$ cat src/fswp_pkg.sv
// Package with constants and types for the flash status write-protect block.
// Notes on behaviour
// (RL1) No protect bits: write needs latch only.
// (RL2) Protect bit, pin low: refuse writes.
// (RL3) Protect bit, pin high: latch enables writes.
// (RL4) Lock-down refuses all writes until power cycle.
// (RL5) Pin gates writes only outside quad mode.
// (RL6) Prefix AAh 55h makes protection permanent.
// (RL7) Suspend flag set by 75h, cleared 7Ah.
// (RL8) Security lock bits only set, never clear.
// (RL9) Quad enable selects data lines over hold.
// (RL10) Scheme select picks bit decode or block locks.
// (RL11) Block locks start locked after any reset.
// (RL12) Two-bit drive strength, default code 11.
// (RL13) Reserved bits ignored on write, read zero.
// (RL14) Block-protect code decodes to protected range.
// (RL15) Sector bit picks 4KB or 64KB units.
// (RL16) Top/bottom bit picks array end.
// (RL17) Complement bit inverts the protected range.
// (RL18) Erase or program touching protection is ignored.
package fswp_pkg;

    // Opcodes recognised by the status logic.
    localparam logic [7:0] FSWP_OP_WREN    = 8'h06;
    localparam logic [7:0] FSWP_OP_WRDI    = 8'h04;
    localparam logic [7:0] FSWP_OP_WRSR1   = 8'h01;
    localparam logic [7:0] FSWP_OP_WRSR2   = 8'h31;
    localparam logic [7:0] FSWP_OP_WRSR3   = 8'h11;
    localparam logic [7:0] FSWP_OP_RDSR1   = 8'h05;
    localparam logic [7:0] FSWP_OP_RDSR2   = 8'h35;
    localparam logic [7:0] FSWP_OP_RDSR3   = 8'h15;
    localparam logic [7:0] FSWP_OP_SUSPEND = 8'h75;
    localparam logic [7:0] FSWP_OP_RESUME  = 8'h7A;
    localparam logic [7:0] FSWP_OP_PREFIX1 = 8'hAA;
    localparam logic [7:0] FSWP_OP_PREFIX2 = 8'h55;
    localparam logic [7:0] FSWP_OP_PP      = 8'h02;
    localparam logic [7:0] FSWP_OP_SE      = 8'h20;
    localparam logic [7:0] FSWP_OP_BE64    = 8'hD8;
    localparam logic [7:0] FSWP_OP_CE      = 8'hC7;

    // Field positions inside the first status byte.
    localparam int FSWP_S1_WEL = 1;
    localparam int FSWP_S1_BP0 = 2;
    localparam int FSWP_S1_TB  = 5;
    localparam int FSWP_S1_SEC = 6;
    localparam int FSWP_S1_SRP = 7;
    // Field positions inside the second status byte.
    localparam int FSWP_S2_SRL = 0;
    localparam int FSWP_S2_QE  = 1;
    localparam int FSWP_S2_LB1 = 3;
    localparam int FSWP_S2_CMP = 6;
    localparam int FSWP_S2_SUS = 7;
    // Field positions inside the third status byte.
    localparam int FSWP_S3_WPS  = 2;
    localparam int FSWP_S3_DRIVE_STRENGTH_LO = 5;

    // Writable masks; reserved and status-only bits are zero.
    localparam logic [7:0] FSWP_S1_WMASK = 8'hFC;
    localparam logic [7:0] FSWP_S2_WMASK = 8'h7B;
    localparam logic [7:0] FSWP_S3_WMASK = 8'h64;

    // Values after reset.
    localparam logic [7:0] FSWP_S1_RESET = 8'h00;
    localparam logic [7:0] FSWP_S2_RESET = 8'h00;
    localparam logic [7:0] FSWP_S3_RESET = 8'h60;
    localparam logic [1:0] FSWP_DRV_RESET = 2'h3;

    // Geometry of the protected array.
    localparam int FSWP_ADDR_W   = 23;
    localparam int FSWP_BLK_W    = 7;
    localparam int FSWP_BLOCKS   = 128;
    localparam int FSWP_SEC_SH   = 12;
    localparam int FSWP_BLK_SH   = 16;
    localparam int FSWP_PAGE_SH  = 8;

    // Command framing states of the link.
    typedef enum logic [1:0]
    {
        FSWP_IDLE = 2'b00,
        FSWP_CMD  = 2'b01,
        FSWP_DATA = 2'b11,
        FSWP_SKIP = 2'b10
    } fswp_state_e;

endpackage

$ cat src/fswp_status.sv
// Status register and write-protect logic behind the SPI pins.
`timescale 1ns/1ps
module fswp_status
    import fswp_pkg::*;
(
    input  wire logic                    core_clk,
    input  wire logic                    reset,
    input  wire logic                    clk_en,
    input  wire logic                    power_cycle,
    input  wire logic                    spi_clk,
    input  wire logic                    spi_cs_n,
    input  wire logic                    spi_di,
    input  wire logic                    write_protect_n,
    input  wire logic                    busy_in,
    output logic                         spi_do,
    output logic                         spi_do_oe,
    output logic [7:0]                   status_first_q,
    output logic [7:0]                   status_config_second_q,
    output logic [7:0]                   status_config_third_q,
    output logic [2:0]                   security_lock_q,
    output logic                         quad_data_en_q,
    output logic                         hold_en_q,
    output logic [1:0]                   drive_strength_q,
    output logic                         block_locks_q,
    output logic                         array_write_q,
    output logic                         array_reject_q,
    output logic [FSWP_ADDR_W-1:0]       array_addr_q
);

    logic [2:0]  clk_sync_q;
    logic [1:0]  cs_sync_q;
    logic [1:0]  di_sync_q;
    logic [1:0]  wp_sync_q;
    logic        sclk_rise;
    logic        sclk_fall;
    logic        cs_n;
    logic        di;
    logic        wp_n;
    fswp_state_e state_q;
    logic [2:0]  bit_cnt_q;
    logic [7:0]  shift_q;
    logic [7:0]  opcode_q;
    logic [4:0]  byte_cnt_q;
    logic [7:0]  tx_q;
    logic [FSWP_ADDR_W-1:0] addr_q;
    logic        prefix1_q;
    logic        prefix_armed_q;
    logic        otp_lock_q;
    logic        sus_set;
    logic        sus_clr;
    logic        byte_done;
    logic        cmd_end;
    logic        sr_write_ok;
    logic        region_prot;
    logic [FSWP_ADDR_W-1:0] hi_addr;

    // All pins pass two flops; the link clock keeps a third for edges.
    always_ff @(posedge core_clk)
    begin
        if (reset)
        begin
            clk_sync_q <= '0;
            cs_sync_q  <= 2'h3;
            di_sync_q  <= '0;
            wp_sync_q  <= 2'h3;
        end
        else if (clk_en)
        begin
            clk_sync_q <= {clk_sync_q[1:0], spi_clk};
            cs_sync_q  <= {cs_sync_q[0], spi_cs_n};
            di_sync_q  <= {di_sync_q[0], spi_di};
            wp_sync_q  <= {wp_sync_q[0], write_protect_n};
        end
    end

    assign sclk_rise = clk_en && clk_sync_q[1] && !clk_sync_q[2];
    assign sclk_fall = clk_en && !clk_sync_q[1] && clk_sync_q[2];
    assign cs_n      = cs_sync_q[1];
    assign di        = di_sync_q[1];
    assign wp_n      = wp_sync_q[1];
    assign byte_done = sclk_rise && (bit_cnt_q == 3'h7);
    // Write commands only act when chip select rises on a byte boundary.
    assign cmd_end   = clk_en && cs_n && (state_q != FSWP_IDLE) &&
                       (bit_cnt_q == 3'h0);

    // Pin gating is dropped in quad mode; lock-down beats everything.
    always_comb
    begin
        sr_write_ok = status_first_q[FSWP_S1_WEL]; // RL1
        if (status_config_second_q[FSWP_S2_SRL] || otp_lock_q)
            sr_write_ok = 1'b0; // RL4
        else if (status_first_q[FSWP_S1_SRP] && !wp_n &&
                 !status_config_second_q[FSWP_S2_QE]) // RL5
            sr_write_ok = 1'b0; // RL2
        else if (status_first_q[FSWP_S1_SRP])
            sr_write_ok = status_first_q[FSWP_S1_WEL]; // RL3
    end

    // Framing: opcode byte, then data bytes until chip select rises.
    always_ff @(posedge core_clk)
    begin
        if (reset)
        begin
            state_q    <= FSWP_IDLE;
            bit_cnt_q  <= '0;
            shift_q    <= '0;
            opcode_q   <= '0;
            byte_cnt_q <= '0;
            addr_q     <= '0;
        end
        else if (clk_en)
        begin
            case (state_q)
                FSWP_IDLE:
                    if (!cs_n)
                    begin
                        state_q    <= FSWP_CMD;
                        bit_cnt_q  <= '0;
                        byte_cnt_q <= '0;
                    end
                FSWP_CMD, FSWP_DATA, FSWP_SKIP:
                    if (cs_n)
                        state_q <= FSWP_IDLE;
                    else if (sclk_rise)
                    begin
                        shift_q   <= {shift_q[6:0], di};
                        bit_cnt_q <= bit_cnt_q + 3'h1;
                        if (byte_done && state_q == FSWP_CMD)
                        begin
                            opcode_q <= {shift_q[6:0], di};
                            state_q  <= FSWP_DATA;
                        end
                        else if (byte_done)
                        begin
                            if (byte_cnt_q != 5'h1F)
                                byte_cnt_q <= byte_cnt_q + 5'h01;
                            if (byte_cnt_q < 5'h3)
                                addr_q <= {addr_q[FSWP_ADDR_W-9:0],
                                           shift_q[6:0], di};
                        end
                    end
                default:
                    state_q <= FSWP_IDLE;
            endcase
        end
    end

    // Read data shifts out on falling edges, loaded once after the opcode byte and then rotated.
    always_ff @(posedge core_clk)
    begin
        if (reset)
        begin
            tx_q      <= '0;
            spi_do    <= 1'b0;
            spi_do_oe <= 1'b0;
        end
        else if (clk_en)
        begin
            spi_do_oe <= (state_q == FSWP_DATA) && !cs_n &&
                         (opcode_q == FSWP_OP_RDSR1 ||
                          opcode_q == FSWP_OP_RDSR2 ||
                          opcode_q == FSWP_OP_RDSR3);
            if (byte_done && state_q == FSWP_CMD)
                tx_q <= ({shift_q[6:0], di} == FSWP_OP_RDSR2) ?
                        status_config_second_q :
                        ({shift_q[6:0], di} == FSWP_OP_RDSR3) ?
                        status_config_third_q : status_first_q;
            else if (sclk_fall && state_q == FSWP_DATA)
            begin
                spi_do <= tx_q[7];
                tx_q   <= {tx_q[6:0], tx_q[7]};
            end
        end
    end

    // Two-byte prefix arms the one-time lock for the next write of the first status byte if only WREN comes between.
    always_ff @(posedge core_clk)
    begin
        if (reset)
        begin
            prefix1_q      <= 1'b0;
            prefix_armed_q <= 1'b0;
        end
        else if (clk_en && cmd_end && byte_cnt_q == 5'h0)
        begin
            prefix1_q      <= (opcode_q == FSWP_OP_PREFIX1); // RL6
            prefix_armed_q <= (prefix1_q && opcode_q == FSWP_OP_PREFIX2) ||
                              (prefix_armed_q &&
                               opcode_q == FSWP_OP_WREN); // RL6
        end
        else if (clk_en && cmd_end)
        begin
            prefix1_q      <= 1'b0;
            prefix_armed_q <= 1'b0;
        end
    end

    // One-time lock survives power cycles; only the reset pin of
    // the test fixture clears it.
    always_ff @(posedge core_clk)
    begin
        if (reset)
            otp_lock_q <= 1'b0;
        else if (clk_en && cmd_end && prefix_armed_q && sr_write_ok &&
                 byte_cnt_q != 5'h0 && opcode_q == FSWP_OP_WRSR1)
            otp_lock_q <= 1'b1; // RL6
    end

    assign sus_set = cmd_end && opcode_q == FSWP_OP_SUSPEND && busy_in;
    assign sus_clr = (cmd_end && opcode_q == FSWP_OP_RESUME) ||
                     power_cycle;

    // Status bytes; reserved and status-only bits are masked on write.
    always_ff @(posedge core_clk)
    begin
        if (reset)
        begin
            status_first_q         <= FSWP_S1_RESET;
            status_config_second_q <= FSWP_S2_RESET;
            status_config_third_q  <= FSWP_S3_RESET;
        end
        else if (clk_en)
        begin
            if (power_cycle)
                status_config_second_q[FSWP_S2_SRL] <= 1'b0; // RL4
            if (cmd_end && opcode_q == FSWP_OP_WREN)
                status_first_q[FSWP_S1_WEL] <= 1'b1;
            else if (cmd_end && opcode_q == FSWP_OP_WRDI)
                status_first_q[FSWP_S1_WEL] <= 1'b0;
            if (cmd_end && byte_cnt_q != 5'h0 && sr_write_ok)
            begin
                status_first_q[FSWP_S1_WEL] <= 1'b0;
                case (opcode_q)
                    FSWP_OP_WRSR1:
                        status_first_q <= shift_q & FSWP_S1_WMASK; // RL13
                    FSWP_OP_WRSR2:
                        // Lock bits are sticky: OR keeps bits 5:3 and 7 set once set. // RL8
                        status_config_second_q <=
                            (shift_q & FSWP_S2_WMASK) |
                            (status_config_second_q & 8'h38) |
                            (status_config_second_q & 8'h80);
                    FSWP_OP_WRSR3:
                        status_config_third_q <= shift_q & FSWP_S3_WMASK;
                    default:
                        status_first_q[FSWP_S1_WEL] <=
                            status_first_q[FSWP_S1_WEL];
                endcase
            end
            // Set wins over clear when both fall in one cycle.
            if (sus_set)
                status_config_second_q[FSWP_S2_SUS] <= 1'b1; // RL7
            else if (sus_clr)
                status_config_second_q[FSWP_S2_SUS] <= 1'b0; // RL7
            if (array_write_q || array_reject_q)
                status_first_q[FSWP_S1_WEL] <= 1'b0;
            status_first_q[0] <= busy_in;
        end
    end

    // End address of an erase or program for the overlap check.
    always_comb
    begin
        hi_addr = addr_q;
        case (opcode_q)
            FSWP_OP_PP:   hi_addr = addr_q | 23'h0000FF;
            FSWP_OP_SE:   hi_addr = addr_q | 23'h000FFF;
            FSWP_OP_BE64: hi_addr = addr_q | 23'h00FFFF;
            default:      hi_addr = addr_q;
        endcase
    end

    fswp_region u_region
    (
        .block_protect      (status_first_q[FSWP_S1_BP0 +: 3]),
        .sector_granularity (status_first_q[FSWP_S1_SEC]),
        .top_bottom_select  (status_first_q[FSWP_S1_TB]),
        .protect_complement (status_config_second_q[FSWP_S2_CMP]),
        .lo_addr            ((opcode_q == FSWP_OP_CE) ? '0 : addr_q),
        .hi_addr            ((opcode_q == FSWP_OP_CE) ? 23'h7FFFFF : hi_addr),
        .range_protected    (region_prot)
    );

    // Array commands: block locks all start set, so under that scheme
    // every write is refused until an unlock path exists.
    always_ff @(posedge core_clk)
    begin
        if (reset)
        begin
            block_locks_q  <= 1'b1; // RL11
            array_write_q  <= 1'b0;
            array_reject_q <= 1'b0;
            array_addr_q   <= '0;
        end
        else if (clk_en)
        begin
            array_write_q  <= 1'b0;
            array_reject_q <= 1'b0;
            if (cmd_end && status_first_q[FSWP_S1_WEL] &&
                (opcode_q == FSWP_OP_CE ||
                 ((opcode_q == FSWP_OP_PP || opcode_q == FSWP_OP_SE ||
                   opcode_q == FSWP_OP_BE64) && byte_cnt_q >= 5'h3)))
            begin
                array_addr_q <= addr_q;
                if (status_config_third_q[FSWP_S3_WPS] ? block_locks_q // RL10
                                                       : region_prot) // RL10
                    array_reject_q <= 1'b1; // RL18
                else
                    array_write_q  <= 1'b1;
            end
        end
    end

    // Decoded controls for the pads and the security area.
    always_ff @(posedge core_clk)
    begin
        if (reset)
        begin
            security_lock_q  <= '0;
            quad_data_en_q   <= 1'b0;
            hold_en_q        <= 1'b1;
            drive_strength_q <= FSWP_DRV_RESET; // RL12
        end
        else if (clk_en)
        begin
            security_lock_q  <= status_config_second_q[FSWP_S2_LB1 +: 3];
            quad_data_en_q   <= status_config_second_q[FSWP_S2_QE]; // RL9
            hold_en_q        <= !status_config_second_q[FSWP_S2_QE]; // RL9
            drive_strength_q <= status_config_third_q[FSWP_S3_DRIVE_STRENGTH_LO +: 2];
        end
    end

    // Lock-down must keep bits 7:2 of the first status byte unchanged across a write.
    a_lockdown_hold: assert property (@(posedge core_clk) disable iff (reset)
        (clk_en && status_config_second_q[FSWP_S2_SRL] && !power_cycle)
        |=> $stable(status_first_q[7:2])) // RL4
        else $error("Status changed under lock-down.");

    // Hardware protection refuses writes with pin low outside quad.
    a_pin_refuse: assert property (@(posedge core_clk) disable iff (reset)
        (status_first_q[FSWP_S1_SRP] && !wp_n &&
         !status_config_second_q[FSWP_S2_QE]) |-> !sr_write_ok) // RL2
        else $error("Write accepted with protect pin low.");

    // Without the latch no status write is accepted.
    a_latch_needed: assert property (@(posedge core_clk) disable iff (reset)
        !status_first_q[FSWP_S1_WEL] |-> !sr_write_ok) // RL1
        else $error("Write accepted without latch.");

    // Quad mode makes the pin irrelevant.
    a_quad_pin: assert property (@(posedge core_clk) disable iff (reset)
        (status_config_second_q[FSWP_S2_QE] && !otp_lock_q &&
         !status_config_second_q[FSWP_S2_SRL])
        |-> (sr_write_ok == status_first_q[FSWP_S1_WEL])) // RL5
        else $error("Pin gated a write in quad mode.");

    // Once set, a security lock bit never returns to zero.
    a_lock_sticky: assert property (@(posedge core_clk) disable iff (reset)
        ##1 (status_config_second_q[FSWP_S2_LB1 +: 3] &
             ~$past(status_config_second_q[FSWP_S2_LB1 +: 3])) ==
             (status_config_second_q[FSWP_S2_LB1 +: 3] ^
              $past(status_config_second_q[FSWP_S2_LB1 +: 3]))) // RL8
        else $error("Security lock bit cleared.");

    // Permanent lock forbids any later accept.
    a_otp_final: assert property (@(posedge core_clk) disable iff (reset)
        otp_lock_q |-> !sr_write_ok) // RL6
        else $error("Write accepted after permanent lock.");

    // Suspend sets the flag on the next cycle.
    a_suspend_set: assert property (@(posedge core_clk) disable iff (reset)
        (clk_en && sus_set) |=> status_config_second_q[FSWP_S2_SUS]) // RL7
        else $error("Suspend flag not set.");

    // A protected target never yields an array write pulse.
    a_protect_block: assert property (@(posedge core_clk) disable iff (reset)
        array_write_q |-> !$past(status_config_third_q[FSWP_S3_WPS] ?
                                 block_locks_q : region_prot)) // RL18
        else $error("Write issued into protected region.");

    // Hold and quad data lines are never enabled together.
    a_hold_quad: assert property (@(posedge core_clk) disable iff (reset)
        ##2 (hold_en_q != quad_data_en_q)) // RL9
        else $error("Hold and quad lines both enabled.");

endmodule // fswp_status

$ cat src/fswp_region.sv
// Decoder of the protect bits into a protected address range.
`timescale 1ns/1ps
module fswp_region
    import fswp_pkg::*;
(
    input  wire logic [2:0]              block_protect,
    input  wire logic                    sector_granularity,
    input  wire logic                    top_bottom_select,
    input  wire logic                    protect_complement,
    input  wire logic [FSWP_ADDR_W-1:0]  lo_addr,
    input  wire logic [FSWP_ADDR_W-1:0]  hi_addr,
    output logic                         range_protected
);

    logic [FSWP_ADDR_W:0] size;
    logic [FSWP_ADDR_W:0] base;
    logic                 lo_in;
    logic                 hi_in;
    logic                 all_in;
    logic                 any_out;

    // Size of the base region; codes 100 to 110 share 32KB in sector mode.
    always_comb
    begin
        size = '0;
        if (block_protect == 3'h7)
            size = 24'h800000; // RL14
        else if (block_protect == 3'h0)
            size = '0; // RL14
        else if (sector_granularity) // RL15
            size = (block_protect[2] ? 24'h008000 :
                    (24'h000800 << block_protect[1:0]));
        else
            size = 24'h010000 << block_protect; // RL14
        base = top_bottom_select ? '0 : (24'h800000 - size); // RL16
    end

    // Overlap test, inverted region test under complement.
    always_comb
    begin
        lo_in  = ({1'b0, lo_addr} >= base) && ({1'b0, lo_addr} < base + size);
        hi_in  = ({1'b0, hi_addr} >= base) && ({1'b0, hi_addr} < base + size);
        all_in = lo_in && hi_in;
        any_out = !all_in;
        // Base region is contiguous at one end, so overlap is end-checks.
        if (protect_complement) // RL17
            range_protected = any_out;
        else if (size == '0)
            range_protected = 1'b0;
        else
            range_protected = lo_in || hi_in ||
                ((lo_addr < base[FSWP_ADDR_W-1:0]) &&
                 ({1'b0, hi_addr} >= base + size));
    end

endmodule // fswp_region

$ cat config.mk
export PLATFORM = sky130hd
export DESIGN_NAME = fswp_status
export DESIGN_NICKNAME = d
export VERILOG_FILES = /design/src/fswp_pkg.sv /design/src/fswp_status.sv /design/src/fswp_region.sv
export SDC_FILE = /design/constraint.sdc
export NUM_CORES = 1
export LEC_CHECK = 0
export ABC_AREA = 0
export BUFFER_PORTS_ARGS = -buffer_cell sky130_fd_sc_hd__buf_2
export CORE_ASPECT_RATIO = 0.8
export CORE_MARGIN = 2
export CORE_UTILIZATION = 64
export DETAILED_ROUTE_END_ITERATION = 8
export PLACE_DENSITY = 0.86
export SETUP_SLACK_MARGIN = 0.4
export SLEW_MARGIN = 0
export SYNTH_ARGS = -nofsm -noshare
export SYNTH_HDL_FRONTEND = slang
export SYNTH_SLANG_ARGS = --single-unit
$ cat constraint.sdc
create_clock -name core_clk -period 9.85 [get_ports core_clk]
set_input_delay 1.97 -clock core_clk [delete_from_list [all_inputs] [get_ports core_clk]]
set_output_delay 1.97 -clock core_clk [all_outputs]
set_load 0.02 [all_outputs]
==> flow_summary.toml, run 1 <==
[timing]
period_share = 0.554
tightest_slew_ns = 1.10
slew_viol_final = 0
skew_ns = 0.0119
rsz0062_at_grt = "false"
fin_ws_ns = 4.39
max_freq_ghz = 0.183
holdWs_ns = 0.473
relSlewSlack = 0.266
tns_ns = 0
setup_viol = 0
hold_violations = 0
fin_crit_ns = 5.46

[floorplanning]
die-height_um = 98.3
coreArea_um2 = 10800
die_area_um2 = 12000
fp.dieW_um = 122
start_util = 0.656
boundaryPins = 68
rows = 34

[routing]
drc = 0
vias = 6240
viasPerCell = 6.03
ant_nets = 0
drtPass1Iterations = 9
wirelength_um = 17900
drt-initial-drc-count = 735
wire_per_inst_um = 17.3

[worst_setup_path]
critPathRequiredTime_ns = 10.14
crit_path_end_kind = "flop"
arrival_ns = 5.75
cp_max_fo = 21
start_kind = "flop"
crit_type = "reg -> reg"

[clocking]
cts.clk_slew.worst_paths_ns = 0.06
htreeDepth = 4
clockBufferDepth = 2
cts_tree = "built"
cts-resized-gates = 0
cts_buffers = 17
cts_num_sinks = 121
cts_setup_buffers = 0
root_buffer = "clkbuf_16"
clock_latency_ns = 0.42
cts_hold_buf = 0

[global_route]
busiest_layer = "met2"
grt_pass1_vias = 5738
antenna_found_initial = 0
overflow = 0
met1_usage = 0.445
use_met3 = 0.0607
track_usage = 0.307
grt_pass1_wl_um = 28900
grt_max_degree = 99
grtUsageMet2 = 0.457

[power_and_ir_drop]
power.density_nw_per_um2 = 147
p_leak_uw = 0.00367
ir_drop_mv = 0.122

[layout]
final_cell_area_um2 = 7960
utilization = 0.734
layout_commonest_cell = "nor2_1"
final_nets = 950
antenna_cells = 0
drive_above_1_share = 0.136
syn2layout_area_growth_pct = 11.9
final_cell_mix = "nor2_1 (139), dfxtp_1 (121), mux2i_1 (84)"

[synth]
syn_inst = 840
yosysWarningCount = 0
syn-cell-area_um2 = 7110
async_flop_share = 0
ys_ff_latch = 121
syn_avg_cell_area_um2 = 8.47
ys_seq_area_frac = 0.341
synth_edf_count = 0
ys_types = 62
ys.flop_type = "dfxtp_1"

[place]
pre_cts_ws_ns = 4.56
port_buffers = 60
dpl.hpwl_um = 12200
place_congestion = 0.990
post_dp_cell_area_um2 = 7360

[run]
cap_violations = 0

[run_status]
status = "finished clean"

[min_path]
hp-class = "reg -> reg"
[cell families (layout without fill, tap and decap cells)]
family | count (synthesis) | after routing | synth area share
AND/OR/NAND/NOR | 332 | 332 | 0.225
AO/OA/AOI/OAI | 145 | 145 | 0.132
flip-flops | 121 | 121 | 0.341
other | 2 | 13 | 0.00106
adder cells (fa/ha/maj) | 64 | 64 | 0.112
buffers and inverters | 81 | 121 | 0.0572
XOR/XNOR | 10 | 10 | 0.0123
multiplexers | 85 | 85 | 0.120
[cell type report]
type / instances / area [um^2]
repair buffers: 64 / 333
flip-flops and latches: 121 / 2420
multi-input cells: 649 / 4330
fillers: 819 / 2890
well taps: 144 / 180
inverters: 25 / 93.8
clock inverters: 13 / 168
clock buffers: 19 / 433
[path summary, 6_finish.rpt]
kind              slack (ns)  cells after the start              start        endpoint
setup / recovery        4.39                     21  status_first_q[4]  array_reject_q
hold / removal          0.47                      1       cs_sync_q[0]    cs_sync_q[1]
setup reg to reg        4.39                     21  status_first_q[4]  array_reject_q
hold reg to reg         0.47                      1       cs_sync_q[0]    cs_sync_q[1]
[Yosys cell counts (all sizes together) (5+ instances only)]
| cell type | count | area share |
|---|---|---|
| a21oi | 50 | 0.035 |
| nor4 | 6 | 0.0053 |
| nor2b | 24 | 0.021 |
| inv | 25 | 0.013 |
| a22oi | 5 | 0.0053 |
| dfxtp | 121 | 0.34 |
| o211ai | 6 | 0.0063 |
| buf | 18 | 0.018 |
| xnor2 | 5 | 0.0062 |
| clkbuf | 38 | 0.026 |
| mux2i | 84 | 0.12 |
| or3 | 5 | 0.0044 |
| nor2 | 140 | 0.075 |
| and3 | 5 | 0.0044 |
| xor2 | 5 | 0.0062 |
| nand3 | 10 | 0.0070 |
| nor3b | 5 | 0.0053 |
| a211oi | 6 | 0.0070 |
| nand2 | 64 | 0.034 |
| ha | 63 | 0.11 |
| or2 | 14 | 0.012 |
| o21ai | 29 | 0.020 |
| a211o | 10 | 0.012 |
| nand2b | 14 | 0.014 |
| a21o | 10 | 0.011 |
| and2 | 7 | 0.0063 |
| o21a | 9 | 0.0095 |
| nor3 | 21 | 0.018 |
| nand4 | 8 | 0.0070 |
[sequential cells by signal, indices dropped and copies added, names as in the netlist, 2 cells and up]
register	count
status_first_q	8
addr_q	23
tx_q	8
array_addr_q	23
opcode_q	8
drive_strength_q	2
security_lock_q	3
shift_q	8
clk_sync_q	3
wp_sync_q	2
state_q	2
cs_sync_q	2
status_config_third_q	3
di_sync_q	2
status_config_second_q	7
bit_cnt_q	3
byte_cnt_q	5
[routing by layer]
metal | wire length, um | up-vias
li1 | - | 2995
met1 | 8230 | 2937
met2 | 7830 | 276
met3 | 1430 | 32
met4 | 372 | 0
met5 | 0 | -
[per-stage QoR]
stage / total power, uW / std cells
6_report: 1170 / 1035
5_1_grt: 1210 / 1035
4_1_cts: 1170 / 1035
3_5_place_dp: 550 / 1003
3_3_place_gp: 549 / 1003
2_1_floorplan: 542 / 851
[critical path, stage by stage, from the launching register on]
cell      delay [ns]
dfxtp_1         0.77
nand2b_4        0.29
nor2_4          0.04
inv_2           0.06
ha_1            0.54
nor3_1          0.09
a21oi_1         0.15
nor2_1          0.05
or3_1           0.41
inv_1           0.09
ha_1            0.27
and2_2          0.21
a221oi_1        0.48
nand2_1         0.09
a21oi_1         0.19
xor2_1          0.30
ha_1            0.30
and3_1          0.16
o32ai_2         0.26
and4_1          0.24
a211oi_2        0.06
o31a_1          0.30
[power breakdown]
part | switching, uW | internal (uW) | total (uW)
Combinational | 30.7 | 15.2 | 45.9
Clock | 231 | 400 | 631
Sequential | 2.70 | 493 | 495
(Power assumes the default switching activity.)
==> run 2: changes to the inputs <==
--- a/config.mk
+++ b/config.mk
@@ -9,9 +9,9 @@
 export BUFFER_PORTS_ARGS = -buffer_cell sky130_fd_sc_hd__buf_2
 export CORE_ASPECT_RATIO = 0.8
 export CORE_MARGIN = 2
-export CORE_UTILIZATION = 64
+export CORE_UTILIZATION = 54
 export DETAILED_ROUTE_END_ITERATION = 8
-export PLACE_DENSITY = 0.86
+export PLACE_DENSITY = 0.78
 export SETUP_SLACK_MARGIN = 0.4
 export SLEW_MARGIN = 0
 export SYNTH_ARGS = -nofsm -noshare
==> constraint.sdc (replaced) <==
create_clock -name core_clk -period 4.4 [get_ports core_clk]
set_input_delay 0.88 -clock core_clk [delete_from_list [all_inputs] [get_ports core_clk]]
set_output_delay 0.88 -clock core_clk [all_outputs]
set_load 0.02 [all_outputs]
==> run 2 against run 1 <==
Compared with the run above: clock skew fell by 0.0035 ns; cell area up 6.4%; largest cell class unchanged; power increased by 120%.
==> flow_summary.toml, run 2 (same netlist as run 1, synthesis figures left out) <==
[power_and_ir_drop]
ir_drop_mv = 0.301
p_leak_uw = 0.00387
pwr-share-clk = 0.512
power.density_nw_per_um2 = 298
p_seq_frac = 0.439
switching_share = 0.231
p_int_uw = 1940
switching_power_uw = 582
p_comb_frac = 0.048

[global_route]
grt_max_degree = 95
grt_pass1_wl_um = 29600
antenna_found_initial = 0
track_usage = 0.260
overflow = 0
grt_pass1_vias = 5891

[layout]
utilization = 0.658
top_regs = "addr_q (23), array_addr_q (23)"
final_cell_area_um2 = 8470
nFillCells = 1076
layout_commonest_cell = "nor2_1"
final_nets = 987
final_cell_mix = "nor2_1 (136), dfxtp_1 (117), mux2i_1 (84)"
antenna_cells = 0
drive_above_1_share = 0.209
syn2layout_area_growth_pct = 19.1

[routing]
drc = 0
drt-initial-drc-count = 532
wire_per_inst_um = 16.5
wirelength_um = 18200
ant_nets = 0
viasPerCell = 5.70
drtPass1Iterations = 5
vias = 6285

[timing]
fin_crit_ns = 4.23
holdWs_ns = 0.459
hold_violations = 0
slew_viol_final = 0
relSlewSlack = 0.272
max_freq_ghz = 0.236
tightest_slew_ns = 1.09
fin_ws_ns = 0.165
setup_viol = 0
period_share = 0.962
skew_ns = 0.00837
rsz0062_at_grt = "true"

[floorplanning]
die-height_um = 107
coreArea_um2 = 12900
rows = 37
boundaryPins = 68
start_util = 0.553
fp.dieW_um = 132
die_area_um2 = 14100

[worst_setup_path]
reg2reg_to = "array_reject_q"
arrival_ns = 4.53
crit_path_end_kind = "flop"
critPathRequiredTime_ns = 4.70
worst-r2r-cell-count = 22
start_kind = "flop"
cp_max_fo = 8
reg2reg_from = "status_first_q[3]"
rrSetupSlack_ns = 0.17
crit_type = "reg -> reg"

[min_path]
hold-path-endpoint = "cs_sync_q[1]"
hp-class = "reg -> reg"
min_from = "cs_sync_q[0]"
holdPathStages = 1

[clocking]
cts_buffers = 17
htreeDepth = 4
cts_tree = "built"
cts_hold_buf = 0
clockBufferDepth = 2
cts_num_sinks = 121
clock_latency_ns = 0.41
root_buffer = "clkbuf_16"
cts.clk_slew.worst_paths_ns = 0.05

[place]
place_congestion = 0.941
dpl.hpwl_um = 12100
post_dp_cell_area_um2 = 7580
port_buffers = 60
pre_cts_ws_ns = 0.0736

[run_status]
status = "finished clean"

[run]
cap_violations = 0
==> run 2: cell count changes in the layout (fill, tap and decap cells not counted), sizes merged <==
cell,change
buf,+37
bufinv,-2
clkbuf,+2
clkinv,+1
inv,-1
==> run 2: worst max-delay path: stages, from the launching register on <==
cell,delay (ns)
dfxtp_4,0.35
nand2b_4,0.15
nor2_4,0.10
inv_2,0.06
ha_4,0.20
buf_6,0.14
a21oi_2,0.11
nor2_1,0.06
or3_4,0.39
inv_2,0.07
ha_4,0.20
and2_4,0.16
nand4_1,0.10
o31a_1,0.18
nand2_1,0.08
a21oi_2,0.19
xor2_2,0.23
ha_1,0.28
and3_1,0.16
o32ai_2,0.28
and4_1,0.27
a211oi_2,0.06
o31a_1,0.30
==> run 2: layout make-up <==
cell class	count	area, um^2	share of cell area
multi-input cells	649	4560	0.539
flip-flops and latches	121	2430	0.287
repair buffers	101	618	0.0730
clock buffers	21	450	0.0532
well taps	175	219	0.0258
clock inverters	11	97.6	0.0115
inverters	25	93.8	0.0111
==> run 2: worst max-delay path by stage <==
stage / start / endpoint / depth (start not counted)
global route: status_first_q[3] / array_write_q / 26
finish: status_first_q[3] / array_reject_q / 22
detailed placement: status_first_q[3] / array_write_q / 24
floorplan: status_first_q[2] / array_reject_q / 19
CTS: status_first_q[3] / array_write_q / 21
global placement: status_first_q[3] / array_write_q / 24
==> run 2: per-stage QoR <==
| stage | TNS (ns) | power [uW] | cells |
|---|---|---|---|
| 6_report | 0 | 2520 | 1103 |
| 3_3_place_gp | 0 | 1230 | 1047 |
| 2_1_floorplan | 0 | 1220 | 851 |
| 4_1_cts | 0 | 2530 | 1097 |
| 3_5_place_dp | 0 | 1240 | 1047 |
| 5_1_grt | -0.0111 | 2600 | 1103 |
==> run 2: what timing repair did <==
item | in CTS | in global routing
pin swaps | 15 | 23
buffers inserted | 18 | 6
gates resized for setup | 19 | 22
setup endpoints to repair | 2 | 2
==> run 2: power by group through the flow <==
| stage | registers, uW | logic, uW | clock network [uW] |
|---|---|---|---|
| floorplan | 1130 | 87.0 | 0 |
| global placement | 1130 | 103 | 0 |
| detailed placement | 1130 | 105 | 0 |
| CTS | 1110 | 115 | 1300 |
| global route | 1110 | 134 | 1360 |
| finish | 1110 | 122 | 1290 |
==> run 2: routing by layer <==
layer	global-route usage	vias up	wire length, um
met3	0.0567	24	1270
met4	0.0714	0	229
met5	0	-	0
met2	0.406	267	8090
met1	0.365	2923	8650
li1	-	3071	-
